<file path="config.mk">
export PLATFORM = sky130hd
export DESIGN_NAME = pdu_top
export DESIGN_NICKNAME = d
export VERILOG_FILES = /design/src/pdu_pkg.sv /design/src/pdu_time_base.sv /design/src/pdu_top.sv
export SDC_FILE = /design/constraint.sdc
export NUM_CORES = 1
export LEC_CHECK = 0
export BUFFER_PORTS_ARGS = -buffer_cell sky130_fd_sc_hd__buf_2
export CAP_MARGIN = 10
export CORE_MARGIN = 1
export CORE_UTILIZATION = 45
export CTS_CLUSTER_DIAMETER = 60
export DETAILED_ROUTE_END_ITERATION = 8
export PLACE_DENSITY = 0.65
export SLEW_MARGIN = 20
export SYNTH_ARGS = -nofsm -noshare
export SYNTH_HDL_FRONTEND = slang
export SYNTH_SLANG_ARGS = --single-unit
</file>
<file path="constraint.sdc">
create_clock -name clk_in -period 7.1 [get_ports clk_in]
set_input_delay 1.42 -clock clk_in [delete_from_list [all_inputs] [get_ports clk_in]]
set_output_delay 1.42 -clock clk_in [all_outputs]
set_load 0.005 [all_outputs]
</file>
<file path="src/pdu_pkg.sv">
// Constants and types shared by the ten-bit pwm duty unit
// Notes on behaviour
// (RL1) Duty is high byte plus low bits 7:6
// (RL2) Duty writes any time, current cycle undisturbed
// (RL3) Timer count extended by two low bits
// (RL4) Prescale 1:1 clocks low bits every clock
// (RL5) Pulse equals duty times prescaled clock period
// (RL6) Resolution is log2 of four times period
// (RL7) Pulse above period leaves pin unchanged
// (RL8) Sleep freezes timer, state and pin level
// (RL9) Wake resumes timer from held count
// (RL10) Output frequency follows system clock
// (RL11) Reset makes pins inputs, registers reset
// (RL12) Duty fields kept across reset
// (RL13) Host selects instruction clock for timer
// (RL14) Host setup order before timer start
// (RL15) Host waits match, enables pin, writes control
// (RL16) Host may shorten setup sequence
// (RL17) Peripheral-only use keeps pin drivers off
// (RL18) Output muxed onto port latch path
// (RL19) Outputs set when timer count clears
// (RL20) Output cleared on duty match, else full
// (RL21) Duty buffers load on period match only
// (RL22) Invert bit inverts the output level
// (RL23) Disabled channel holds inactive level
package pdu_pkg;

	localparam int CHANNELS = 2;
	localparam int ADDR_W = 12;
	localparam int DATA_W = 16;

	// Register offsets
	localparam logic [1:0][11:0] DUTY_OFS = {12'h390, 12'h38C};
	localparam logic [1:0][11:0] CTRL_OFS = {12'h392, 12'h38E};
	localparam logic [11:0] PIN_CTRL_OFS = 12'h394;
	localparam logic [11:0] TIMER_STAT_OFS = 12'h396;

	// Field positions
	localparam int DUTY_HIGH_LSB = 8;
	localparam int DUTY_LOW_LSB = 6;
	localparam int CTRL_EN_BIT = 7;
	localparam int CTRL_OUT_BIT = 5;
	localparam int CTRL_INVERT_BIT = 4;
	localparam int PIN_DIR_LSB = 0;
	localparam int PIN_LATCH_LSB = 2;
	localparam int PIN_ROUTE_LSB = 4;
	localparam int STAT_SUB_LSB = 8;
	localparam int STAT_RES_LSB = 10;

	// Values after reset
	localparam logic [1:0] PIN_DIR_RESET = 2'h3;
	localparam logic [1:0] PIN_LATCH_RESET = 2'h0;
	localparam logic [1:0] PIN_ROUTE_RESET = 2'h0;

	// Last prescaler count for selects 1:1, 1:4, 1:16, 1:64
	localparam logic [3:0][5:0] PRE_LAST = {6'h3F, 6'h0F, 6'h03, 6'h00};
	localparam logic [1:0] SUB_LAST = 2'h3;

	typedef struct packed {
		logic [5:0] pre_cnt;
		logic [1:0] sub;
		logic [7:0] count;
		logic wrap;
	} pdu_tb_t;

	typedef struct packed {
		logic [7:0] duty_high;
		logic [1:0] duty_low;
		logic [9:0] duty_buf;
		logic enable;
		logic invert;
		logic level;
	} pdu_chan_t;

	typedef struct packed {
		pdu_chan_t [1:0] chan;
		logic [1:0] pin_dir;
		logic [1:0] pin_latch;
		logic [1:0] pin_route;
		logic [1:0] pin_oe;
		logic [1:0] pin_level;
		logic [1:0] pwm;
		logic [15:0] rdata;
	} pdu_state_t;

endpackage

</file>
<file path="src/pdu_time_base.sv">
// Period timer with two-bit extension forming the ten-bit time base
`timescale 1ns/10ps
module pdu_time_base
(
	// Clock and reset
	input wire logic clk_in,
	input wire logic reset_in,
	// Timer control
	input wire logic sleep_in,
	input wire logic timer_run_in,
	input wire logic [1:0] timer_prescale_select_in,
	input wire logic [7:0] period_limit_in,
	// Time base
	output logic [7:0] count_out,
	output logic [1:0] sub_out,
	output logic wrap_out
);

	pdu_pkg::pdu_tb_t state;
	pdu_pkg::pdu_tb_t next_state;

	always_comb
	begin
		next_state = state;
		if (reset_in)
		begin
			next_state = '0;
		end
		else if (!sleep_in) // [RL8] [RL9]
		begin
			// A start pulse caught by sleep stands until wake, so no period is lost
			next_state.wrap = 1'b0;
			if (timer_run_in)
			begin
				// Derived from the system clock only, so the rate scales with it [RL10]
				if (state.pre_cnt >= pdu_pkg::PRE_LAST[timer_prescale_select_in]) // [RL4]
				begin
					next_state.pre_cnt = '0;
					if (state.sub == pdu_pkg::SUB_LAST) // [RL3]
					begin
						next_state.sub = '0;
						if (state.count == period_limit_in)
						begin
							next_state.count = '0;
							next_state.wrap = 1'b1;
						end
						else
						begin
							next_state.count = state.count + 8'h01;
						end
					end
					else
					begin
						next_state.sub = state.sub + 2'h1;
					end
				end
				else
				begin
					next_state.pre_cnt = state.pre_cnt + 6'h01;
				end
			end
		end
	end

	always_ff @(posedge clk_in)
	begin
		state <= next_state;
	end

	assign count_out = state.count;
	assign sub_out = state.sub;
	assign wrap_out = state.wrap;

endmodule

</file>
<file path="src/pdu_top.sv">
// Two-channel ten-bit pwm duty unit with register port and pin mux
//
// The address-and-strobe port is this design's own decision.
`timescale 1ns/10ps
module pdu_top
(
	// Clock and reset
	input wire logic clk_in,
	input wire logic reset_in,
	// Register port
	input wire logic [11:0] reg_addr_in,
	input wire logic [15:0] reg_wdata_in,
	input wire logic reg_write_in,
	input wire logic reg_read_in,
	output logic [15:0] reg_rdata_out,
	// Timer control and power state
	input wire logic sleep_in,
	input wire logic timer_run_in,
	input wire logic [1:0] timer_prescale_select_in,
	input wire logic [7:0] period_limit_in,
	// Timer status
	output logic [7:0] period_timer_count_out,
	output logic period_start_out,
	// Waveforms to on-chip peripherals
	output logic [1:0] pwm_out,
	// Pins
	output logic [1:0] pin_out,
	output logic [1:0] pin_oe_out
);

	pdu_pkg::pdu_state_t state;
	pdu_pkg::pdu_state_t next_state;

	logic [7:0] tb_count;
	logic [1:0] tb_sub;
	logic tb_wrap;
	logic [9:0] time_base;

	pdu_time_base u_time_base
	(
		.clk_in(clk_in),
		.reset_in(reset_in),
		.sleep_in(sleep_in),
		.timer_run_in(timer_run_in),
		.timer_prescale_select_in(timer_prescale_select_in),
		.period_limit_in(period_limit_in),
		.count_out(tb_count),
		.sub_out(tb_sub),
		.wrap_out(tb_wrap)
	);

	assign time_base = {tb_count, tb_sub}; // [RL3]

	// Whole resolution bits: floor(log2(4 * (limit + 1)))
	function automatic logic [3:0] resolution_bits(input logic [7:0] limit);
		logic [8:0] span;
		logic [3:0] bits;
		span = {1'b0, limit} + 9'h001;
		bits = 4'h2;
		for (int i = 1; i < 9; i++)
		begin
			if (span[i])
			begin
				bits = 4'(i + 2);
			end
		end
		return bits;
	endfunction

	// Ten-bit duty from the high byte and low bits [RL1]
	function automatic logic [9:0] duty_value(input pdu_pkg::pdu_chan_t ch);
		return {ch.duty_high, ch.duty_low};
	endfunction

	// Read view of a duty register
	function automatic logic [15:0] duty_read(input pdu_pkg::pdu_chan_t ch);
		logic [15:0] v;
		v = '0;
		v[pdu_pkg::DUTY_HIGH_LSB +: 8] = ch.duty_high;
		v[pdu_pkg::DUTY_LOW_LSB +: 2] = ch.duty_low;
		return v;
	endfunction

	// Read view of a control register
	function automatic logic [15:0] ctrl_read(input pdu_pkg::pdu_chan_t ch, input logic out);
		logic [15:0] v;
		v = '0;
		v[pdu_pkg::CTRL_EN_BIT] = ch.enable;
		v[pdu_pkg::CTRL_OUT_BIT] = out;
		v[pdu_pkg::CTRL_INVERT_BIT] = ch.invert;
		return v;
	endfunction

	always_comb
	begin
		next_state = state;
		// Read data stands for one cycle only
		next_state.rdata = '0;
		if (reset_in)
		begin
			for (int ch = 0; ch < pdu_pkg::CHANNELS; ch++)
			begin
				// Duty high and low fields keep their contents [RL12]
				next_state.chan[ch].duty_buf = '0;
				next_state.chan[ch].enable = 1'b0;
				next_state.chan[ch].invert = 1'b0;
				next_state.chan[ch].level = 1'b0;
			end
			next_state.pin_dir = pdu_pkg::PIN_DIR_RESET; // [RL11]
			next_state.pin_latch = pdu_pkg::PIN_LATCH_RESET;
			next_state.pin_route = pdu_pkg::PIN_ROUTE_RESET;
			next_state.pin_oe = '0;
			next_state.pin_level = '0;
			next_state.pwm = '0;
		end
		else if (!sleep_in) // [RL8]
		begin
			// Duty register writes land in the holding fields only [RL2]
			if (reg_write_in)
			begin
				for (int ch = 0; ch < pdu_pkg::CHANNELS; ch++)
				begin
					if (reg_addr_in == pdu_pkg::DUTY_OFS[ch])
					begin
						next_state.chan[ch].duty_high = reg_wdata_in[pdu_pkg::DUTY_HIGH_LSB +: 8];
						next_state.chan[ch].duty_low = reg_wdata_in[pdu_pkg::DUTY_LOW_LSB +: 2];
					end
					if (reg_addr_in == pdu_pkg::CTRL_OFS[ch])
					begin
						next_state.chan[ch].enable = reg_wdata_in[pdu_pkg::CTRL_EN_BIT];
						next_state.chan[ch].invert = reg_wdata_in[pdu_pkg::CTRL_INVERT_BIT];
					end
				end
				if (reg_addr_in == pdu_pkg::PIN_CTRL_OFS)
				begin
					next_state.pin_dir = reg_wdata_in[pdu_pkg::PIN_DIR_LSB +: 2];
					next_state.pin_latch = reg_wdata_in[pdu_pkg::PIN_LATCH_LSB +: 2];
					next_state.pin_route = reg_wdata_in[pdu_pkg::PIN_ROUTE_LSB +: 2];
				end
			end

			// Register reads, answered in the following cycle
			if (reg_read_in)
			begin
				for (int ch = 0; ch < pdu_pkg::CHANNELS; ch++)
				begin
					if (reg_addr_in == pdu_pkg::DUTY_OFS[ch])
					begin
						next_state.rdata = duty_read(state.chan[ch]);
					end
					if (reg_addr_in == pdu_pkg::CTRL_OFS[ch])
					begin
						next_state.rdata = ctrl_read(state.chan[ch], state.pwm[ch]);
					end
				end
				if (reg_addr_in == pdu_pkg::PIN_CTRL_OFS)
				begin
					next_state.rdata[pdu_pkg::PIN_DIR_LSB +: 2] = state.pin_dir;
					next_state.rdata[pdu_pkg::PIN_LATCH_LSB +: 2] = state.pin_latch;
					next_state.rdata[pdu_pkg::PIN_ROUTE_LSB +: 2] = state.pin_route;
				end
				if (reg_addr_in == pdu_pkg::TIMER_STAT_OFS)
				begin
					next_state.rdata[7:0] = tb_count;
					next_state.rdata[pdu_pkg::STAT_SUB_LSB +: 2] = tb_sub;
					next_state.rdata[pdu_pkg::STAT_RES_LSB +: 4] =
						resolution_bits(period_limit_in); // [RL6]
				end
			end

			// Waveform generation per channel
			for (int ch = 0; ch < pdu_pkg::CHANNELS; ch++)
			begin
				if (tb_wrap)
				begin
					// Buffers take the duty only at the period match [RL21]
					next_state.chan[ch].duty_buf = duty_value(state.chan[ch]);
					// Set at count clear if the channel is enabled and duty is not zero [RL19]
					next_state.chan[ch].level = state.chan[ch].enable &&
						(duty_value(state.chan[ch]) != 10'h000);
				end
				else if (state.chan[ch].enable && time_base == state.chan[ch].duty_buf)
				begin
					// A duty beyond the period never matches: full duty [RL20] [RL7] [RL5]
					next_state.chan[ch].level = 1'b0;
				end
				if (!next_state.chan[ch].enable)
				begin
					// Disabled: comparisons ignored, inactive level [RL23]
					next_state.chan[ch].level = 1'b0;
				end
				next_state.pwm[ch] = next_state.chan[ch].level ^
					next_state.chan[ch].invert; // [RL22]
			end

			// Pin mux onto the port latch path [RL18] [RL17]
			for (int p = 0; p < pdu_pkg::CHANNELS; p++)
			begin
				next_state.pin_level[p] = next_state.pin_route[p] ?
					next_state.pwm[p] : next_state.pin_latch[p];
				next_state.pin_oe[p] = !next_state.pin_dir[p];
			end
		end
	end

	always_ff @(posedge clk_in)
	begin
		state <= next_state;
	end

	assign reg_rdata_out = state.rdata;
	assign pwm_out = state.pwm;
	assign pin_out = state.pin_level;
	assign pin_oe_out = state.pin_oe;
	assign period_timer_count_out = tb_count;
	assign period_start_out = tb_wrap;

endmodule
</file>
==> results of run 1 <==
==> placed cells by master, fill, tap and decap left out, drive strengths merged, types with 4 or more instances in the layout <==
cell type	n
a21oi	41
a222oi	6
a22oi	15
and2	4
and3	7
buf	77
clkbuf	11
dfxtp	71
edfxtp	20
ha	10
inv	11
mux2i	20
nand2	58
nand2b	6
nand3	16
nand4	15
nor2	38
nor2b	4
nor3	6
nor3b	4
nor4	6
o21ai	15
o31ai	6
or3	7
or4	4
xnor2	23
xor2	12
==> cell families (layout without fill, tap and decap cells) <==
kind of cell / after synthesis / in the layout / share of synthesized area, %
xor+xnor: 35 / 35 / 6.50
compound gates: 107 / 107 / 15.1
mux: 21 / 21 / 4.48
buf+inv: 75 / 104 / 8.54
simple gates: 182 / 182 / 19.9
fa+ha+maj: 10 / 10 / 2.65
flops: 91 / 91 / 42.8
==> synthesized netlist by cell type (2+ instances only) <==
| library cell | n |
|---|---|
| a211o_1 | 3 |
| a21oi_1 | 41 |
| a222oi_1 | 6 |
| a22o_1 | 2 |
| a22oi_1 | 13 |
| a22oi_2 | 2 |
| a31oi_1 | 2 |
| a32oi_1 | 2 |
| a41o_1 | 2 |
| and2_1 | 2 |
| and2_2 | 2 |
| and3_1 | 5 |
| and3_2 | 2 |
| buf_2 | 7 |
| buf_4 | 30 |
| clkbuf_1 | 26 |
| dfxtp_1 | 71 |
| edfxtp_1 | 20 |
| ha_1 | 10 |
| inv_1 | 11 |
| mux2i_1 | 20 |
| nand2_1 | 58 |
| nand2b_1 | 6 |
| nand3_1 | 16 |
| nand4_1 | 14 |
| nor2_1 | 37 |
| nor2b_1 | 4 |
| nor3_1 | 6 |
| nor3b_1 | 3 |
| nor4_1 | 6 |
| o21ai_0 | 15 |
| o22ai_1 | 2 |
| o311ai_0 | 3 |
| o31ai_1 | 6 |
| or3_1 | 7 |
| or3b_1 | 2 |
| or4_1 | 4 |
| xnor2_1 | 23 |
| xor2_1 | 12 |
==> worst register-to-register path: stages, from the launching register on <==
cell and delay, ns:
dfxtp_1 0.42, inv_1 0.07, ha_1 0.27, nand2b_1 0.09, a211oi_1 0.07, o21bai_1 0.25, a41oi_2 0.42, or4_1 0.63
a21oi_1 0.14
==> area by class of cell <==
cell class / count / area, sq um / share of cell area [%]
flip-flops and latches: 91 / 2020 / 39.7
clock buffers: 11 / 131 / 2.58
multi-input cells: 355 / 2300 / 45.2
well taps: 136 / 170 / 3.34
inverters: 11 / 41.3 / 0.811
clock inverters: 5 / 31.3 / 0.614
repair buffers: 77 / 393 / 7.72
==> power by group through the flow <==
stage          registers, mW  logic, mW  clock network (mW)
4_1_cts                0.529     0.0528               0.307
3_5_place_dp           0.541     0.0524                   0
6_report               0.529     0.0531               0.299
2_1_floorplan          0.541     0.0298                   0
3_3_place_gp           0.541     0.0509                   0
5_1_grt                0.530     0.0589               0.332
==> state kept, by name (all words and copies together) (netlist names) <==
register	flops
state	52
u_time_base.state	6
pwm_out	2
u_time_base.wrap_out	1
reg_rdata_out	16
u_time_base.sub_out	2
pin_out	2
u_time_base.count_out	8
pin_oe_out	2
==> routing by layer <==
| metal | share of wire, % | wire length [um] | GRT usage, % |
|---|---|---|---|
| met2 | 46 | 5060 | 33.3 |
| met3 | 5.0 | 544 | 4.01 |
| met5 | 0 | 0 | 0 |
| met1 | 48 | 5230 | 28.3 |
| met4 | 0.70 | 76 | 6.12 |
==> worst paths after layout <==
check | startpoint | end | slack, ns | depth (start not counted)
hold reg to reg | state[31]$_SDFFE_PP0P_ | state[31]$_SDFFE_PP0P_ | 0.47 | 2
hold / removal | state[31]$_SDFFE_PP0P_ | state[31]$_SDFFE_PP0P_ | 0.47 | 2
setup reg to reg | u_time_base.state[11]$_SDFFE_PP0P_ | u_time_base.count_out[4]$_SDFFE_PP0P_ | 4.68 | 8
setup / recovery | timer_prescale_select_in[0] | u_time_base.count_out[4]$_SDFFE_PP0P_ | 3.68 | 9
==> stage by stage <==
stage,area (sq um),hold slack [ns],worst slack [ns],util [%]
6_report,5090,0.470,3.68,49.8
5_1_grt,5090,0.506,3.50,49.8
4_1_cts,5080,0.473,3.38,49.7
3_5_place_dp,4920,0.460,3.02,48.1
3_3_place_gp,4920,0.456,3.12,48.1
2_1_floorplan,4720,0.449,3.43,-
==> results.py, run 1 <==
metrics = {
    "logic_synthesis": {
        "synth_seq_area_share_pct": 42.8,
        "synth_top_area_cell": "dfxtp_1",
        "avgSynthCellArea_sq_um": 9.06,
        "synth_area_leaders": "dfxtp_1 30%, edfxtp_1 13%, buf_4 4.8%",
        "synth_edf_count": 20,
        "synthCells": 521,
        "ys_warn_count": 0,
        "async_reset_ff_share_pct": 0,
        "yosys_register_bits": 91,
        "synth_area_sq_um": 4720,
        "synth_cell_type_count": 57,
        "synth_top_area_share_pct": 30.1,
        "syn_nets": 575,
        "synth_flop_cell": "dfxtp_1",
    },
    "die": {
        "rows": 37,
        "die_h_um": 104,
        "coreArea_sq_um": 10200,
        "ios": 75,
        "die_x_um": 104,
        "die_area_sq_um": 10900,
        "start_util_pct": 46.1,
    },
    "placed_design": {
        "hpwl_um": 7910,
        "port_buffers": 74,
        "place_congestion": 0.825,
        "dp_cells": 670,
    },
    "job": {
        "cap_violations": 0,
    },
    "cells_and_area": {
        "layoutNonFillerInstCount": 686,
        "final_nets": 599,
        "area_growth_pct": 7.87,
        "fillers": 1001,
        "drive_gt1_share_pct": 19.1,
        "diodes": 0,
    },
    "clock_tree": {
        "post_cts.repair.setup_buffers": 0,
        "ctsResizeCount": 0,
        "cts.sink_count": 91,
        "ctsHoldBuffers": 0,
        "htree_num_levels": 3,
        "cts_tree": "done",
        "clk_pin_slew_worst_paths_ns": 0.08,
        "root_buffer": "clkbuf_8",
        "cts_buffers": 9,
        "insertion_delay_ns": 0.35,
        "clk_path_buf_depth": 2,
    },
    "setup_path": {
        "startpoint_type": "input pin",
        "end_kind": "flip-flop",
        "path_cells": "buf_2 -> or2_2 -> ha_1 -> nand2b_1 -> a211oi_1 -> o21bai_1 -> a41oi_2 -> or4_1 -> a21oi_1",
        "critical_path.top_delay_family": "simple AND/OR/NAND/NOR gates",
        "cp_max_fo": 18,
        "worst-path-buf-inv": 1,
        "critPathKind": "in -> reg",
        "crit_slowest_cell": "or4_1",
        "max_stage_delay_ns": 0.63,
        "required_ns": 7.39,
        "worstPathArrival_ns": 3.71,
    },
    "route": {
        "ant_nets": 0,
        "vias_per_cell": 5.59,
        "routedWlPerCell_um": 15.9,
        "drc": 0,
        "dr.pass1.iters": 7,
        "drt_iter0_markers": 304,
        "vias": 3834,
        "wl_um": 10900,
    },
    "pwr": {
        "netSwitchingFraction_pct": 23.5,
        "peakVddDrop_mv": 0.112,
        "seqPwrFrac_pct": 60.0,
        "finalPower_mw": 0.882,
        "p_clk_share_pct": 34.0,
        "p_leak_nw": 1.90,
        "p_per_area_nw_per_um2": 173,
        "power_frac_comb_pct": 6.0,
        "p_sw_mw": 0.207,
        "internal_power_mw": 0.674,
    },
    "hold_path": {
        "hold_class": "reg -> reg",
    },
    "grt": {
        "antenna_found_initial": 0,
        "grt_pass1_wl_um": 18000,
        "grt_pass1_vias": 3663,
        "grt_usage_pct": 20.8,
        "grt_max_degree": 45,
        "grt_remaining_overflow": 0,
    },
    "sta": {
        "rsz0062_at_grt": "no",
        "finalCritPeriodShare_pct": 48.2,
        "period_needed_ns": 3.42,
        "finalHoldViolations": 0,
        "slew_viol_final": 0,
        "fin_worst_skew_ns": 0.00868,
        "worstMarginPinSlew_ns": 0.813,
        "fmax_ghz": 0.292,
        "setup_tns_ns": 0,
        "slew_headroom_pct": 45.8,
        "setup_viol": 0,
    },
    "run_status": {
        "status": "completed",
    },
}
(Power assumes the default switching activity.)
==> inputs of run 2 (changes only) <==
ABC_AREA = 1   (was default)
PLACE_DENSITY = 0.64   (was 0.65)
clock period = 3.6 ns   (was 7.1 ns; I/O delays follow)
==> results.py, run 2 <==
metrics = {
    "die": {
        "rows": 37,
        "start_util_pct": 47.3,
        "die_h_um": 107,
        "die_x_um": 107,
        "coreArea_sq_um": 10500,
        "die_area_sq_um": 11500,
        "ios": 75,
    },
    "route": {
        "ant_nets": 0,
        "vias": 4282,
        "wl_um": 12000,
        "vias_per_cell": 5.12,
        "routedWlPerCell_um": 14.3,
        "drc": 0,
        "dr.pass1.iters": 5,
        "drt_iter0_markers": 287,
    },
    "logic_synthesis": {
        "synth_edf_count": 20,
        "ys_warn_count": 0,
        "synthCells": 655,
        "avgSynthCellArea_sq_um": 7.58,
        "synth_area_sq_um": 4970,
        "yosys_register_bits": 91,
        "synth_seq_area_share_pct": 40.7,
        "syn_nets": 709,
        "synth_flop_cell": "dfxtp_1",
        "synth_top_area_cell": "dfxtp_1",
        "synth_top_area_share_pct": 28.6,
        "yosysMostFrequentCell": "nand2_1",
        "ys_top_cells_by_count": "131 x nand2_1, 81 x inv_1, 71 x dfxtp_1, 55 x a21oi_1, 53 x nor2_1",
        "async_reset_ff_share_pct": 0,
        "synth_cell_type_count": 40,
        "synth_area_leaders": "dfxtp_1 29%, edfxtp_1 12%, nand2_1 9.9%",
    },
    "clock_tree": {
        "ctsResizeCount": 0,
        "insertion_delay_ns": 0.36,
        "cts.sink_count": 91,
        "ctsHoldBuffers": 0,
        "clk_path_buf_depth": 2,
        "post_cts.repair.setup_buffers": 0,
        "cts_buffers": 9,
        "root_buffer": "clkbuf_8",
        "clk_pin_slew_worst_paths_ns": 0.09,
        "htree_num_levels": 3,
        "cts_tree": "done",
    },
    "grt": {
        "grt_remaining_overflow": 0,
        "grt_max_degree": 33,
        "grt_usage_pct": 22.3,
        "grt_pass1_wl_um": 19700,
        "antenna_found_initial": 0,
        "grt_pass1_vias": 4104,
    },
    "cells_and_area": {
        "diodes": 0,
        "final_nets": 750,
        "design_area_sq_um": 5430,
        "largest_reg_flops": 52,
        "area_growth_pct": 9.40,
        "final_common_cell": "nand2_1",
        "drive_gt1_share_pct": 20.7,
        "mostFrequentLayoutCells": "131 x nand2_1, 81 x inv_1, 74 x buf_2",
        "largest_register": "state",
    },
    "placed_design": {
        "dpl_worst_slack_ns": 0.953,
        "placed_area_sq_um": 5230,
        "port_buffers": 74,
        "place_congestion": 0.970,
        "hpwl_um": 9220,
    },
    "setup_path": {
        "end_kind": "flip-flop",
        "required_ns": 3.60,
        "cp_max_fo": 10,
        "worstPathArrival_ns": 2.23,
        "r2r-start": "u_time_base.state[11]$_SDFFE_PP0P_",
        "startpoint_type": "input pin",
        "reg2reg_to": "u_time_base.count_out[5]$_SDFFE_PP0P_",
        "r2r_cells": 10,
        "r2r_setup_slack_ns": 1.62,
        "critPathKind": "in -> reg",
    },
    "job": {
        "cap_violations": 0,
    },
    "hold_path": {
        "hold_class": "reg -> reg",
        "worstHoldPathCells": 2,
        "min_from": "pin_oe_out[0]$_SDFFE_PP0N_",
        "hold_end": "pin_oe_out[0]$_SDFFE_PP0N_",
    },
    "sta": {
        "period_needed_ns": 2.23,
        "fmax_ghz": 0.448,
        "setup_viol": 0,
        "worstMarginPinSlew_ns": 0.844,
        "rsz0062_at_grt": "no",
        "finalHoldViolations": 0,
        "slew_viol_final": 0,
        "fin_worst_skew_ns": 0.0135,
        "finalCritPeriodShare_pct": 62.0,
        "slew_headroom_pct": 43.6,
        "setup_tns_ns": 0,
        "worst_slack_ns": 1.37,
    },
    "run_status": {
        "status": "completed",
    },
    "pwr": {
        "p_per_area_nw_per_um2": 357,
        "peakVddDrop_mv": 0.226,
        "p_leak_nw": 2.36,
        "finalPower_mw": 1.94,
    },
}
==> run 2: changes by cell type after synthesis, moves of 9 or more <==
| cell | delta |
|---|---|
| inv_1 | +70 |
| xnor2_1 | -15 |
| a22oi_1 | -13 |
| nand3_1 | +11 |
| clkbuf_1 | -17 |
| o21ai_0 | +29 |
| a21oi_1 | +14 |
| mux2i_1 | -18 |
| nand2_1 | +73 |
| nand2_2 | +13 |
| inv_2 | +9 |
| nor2_1 | +16 |
==> run 2: layout make-up <==
| class | count | area (sq um) |
|---|---|---|
| clock buffer | 9 | 124 |
| clock inverter | 7 | 85.1 |
| fill | 1033 | 5070 |
| inverter | 91 | 342 |
| multi-input combinational | 426 | 2300 |
| sequential | 91 | 2020 |
| tap | 136 | 170 |
| timing repair buffer | 77 | 393 |
==> run 2: routing by layer <==
| metal | routed length (um) | share of wire, % | up-vias | global-route usage, % |
|---|---|---|---|---|
| met2 | 5340 | 45 | 155 | 35.6 |
| met5 | 0 | 0 | - | 0 |
| li1 | - | - | 2173 | - |
| met3 | 693 | 5.8 | 17 | 3.83 |
| met1 | 5720 | 48 | 1937 | 30.5 |
| met4 | 226 | 1.9 | 0 | 7.14 |
==> run 2: cells by family after synthesis <==
logic type,Yosys count,share of synthesized area (%)
AO/OA/AOI/OAI,124,13.7
XOR/XNOR,20,3.53
adder cells (fa/ha/maj),10,2.52
buffers and inverters,138,13.0
flip-flops,91,40.7
multiplexers,2,0.403
AND/OR/NAND/NOR,270,26.1
==> run 2: stage by stage <==
stage	utilization, %	hold WS [ns]	cells
after floorplan	-	0.444	655
after global placement	49.7	0.454	821
after detailed placement	49.7	0.455	821
after CTS	51.7	0.469	837
after global routing	51.7	0.489	837
final	51.7	0.470	837
==> run 2: power by group <==
group / total, mW / internal, mW / switching (mW)
combinational: 0.151 / 0.0559 / 0.0953
sequential: 1.06 / 1.05 / 0.00674
clock: 0.731 / 0.334 / 0.397
total: 1.94 / 1.44 / 0.499
==> run 2: critical path: stages <==
cell     delay [ns]
buf_2          0.13
nor2_1         0.10
nand3_1        0.10
nor2_1         0.11
inv_1          0.13
nor2_4         0.16
inv_1          0.12
nor2_1         0.66
==> run 2: how the worst max path moves through the flow <==
stage	cells past startpoint	start	to	slack [ns]
after detailed placement	8	reg_addr_in[0]	state[69]$_DFFE_PP_	0.95
final	8	reg_addr_in[0]	state[72]$_DFFE_PP_	1.37
after global placement	8	reg_addr_in[0]	state[66]$_DFFE_PP_	1.04
after floorplan	8	reg_addr_in[9]	state[64]$_DFFE_PP_	1.39
after CTS	8	reg_addr_in[0]	state[73]$_DFFE_PP_	1.34
after global routing	9	reg_addr_in[9]	state[41]$_DFFE_PP_	1.16
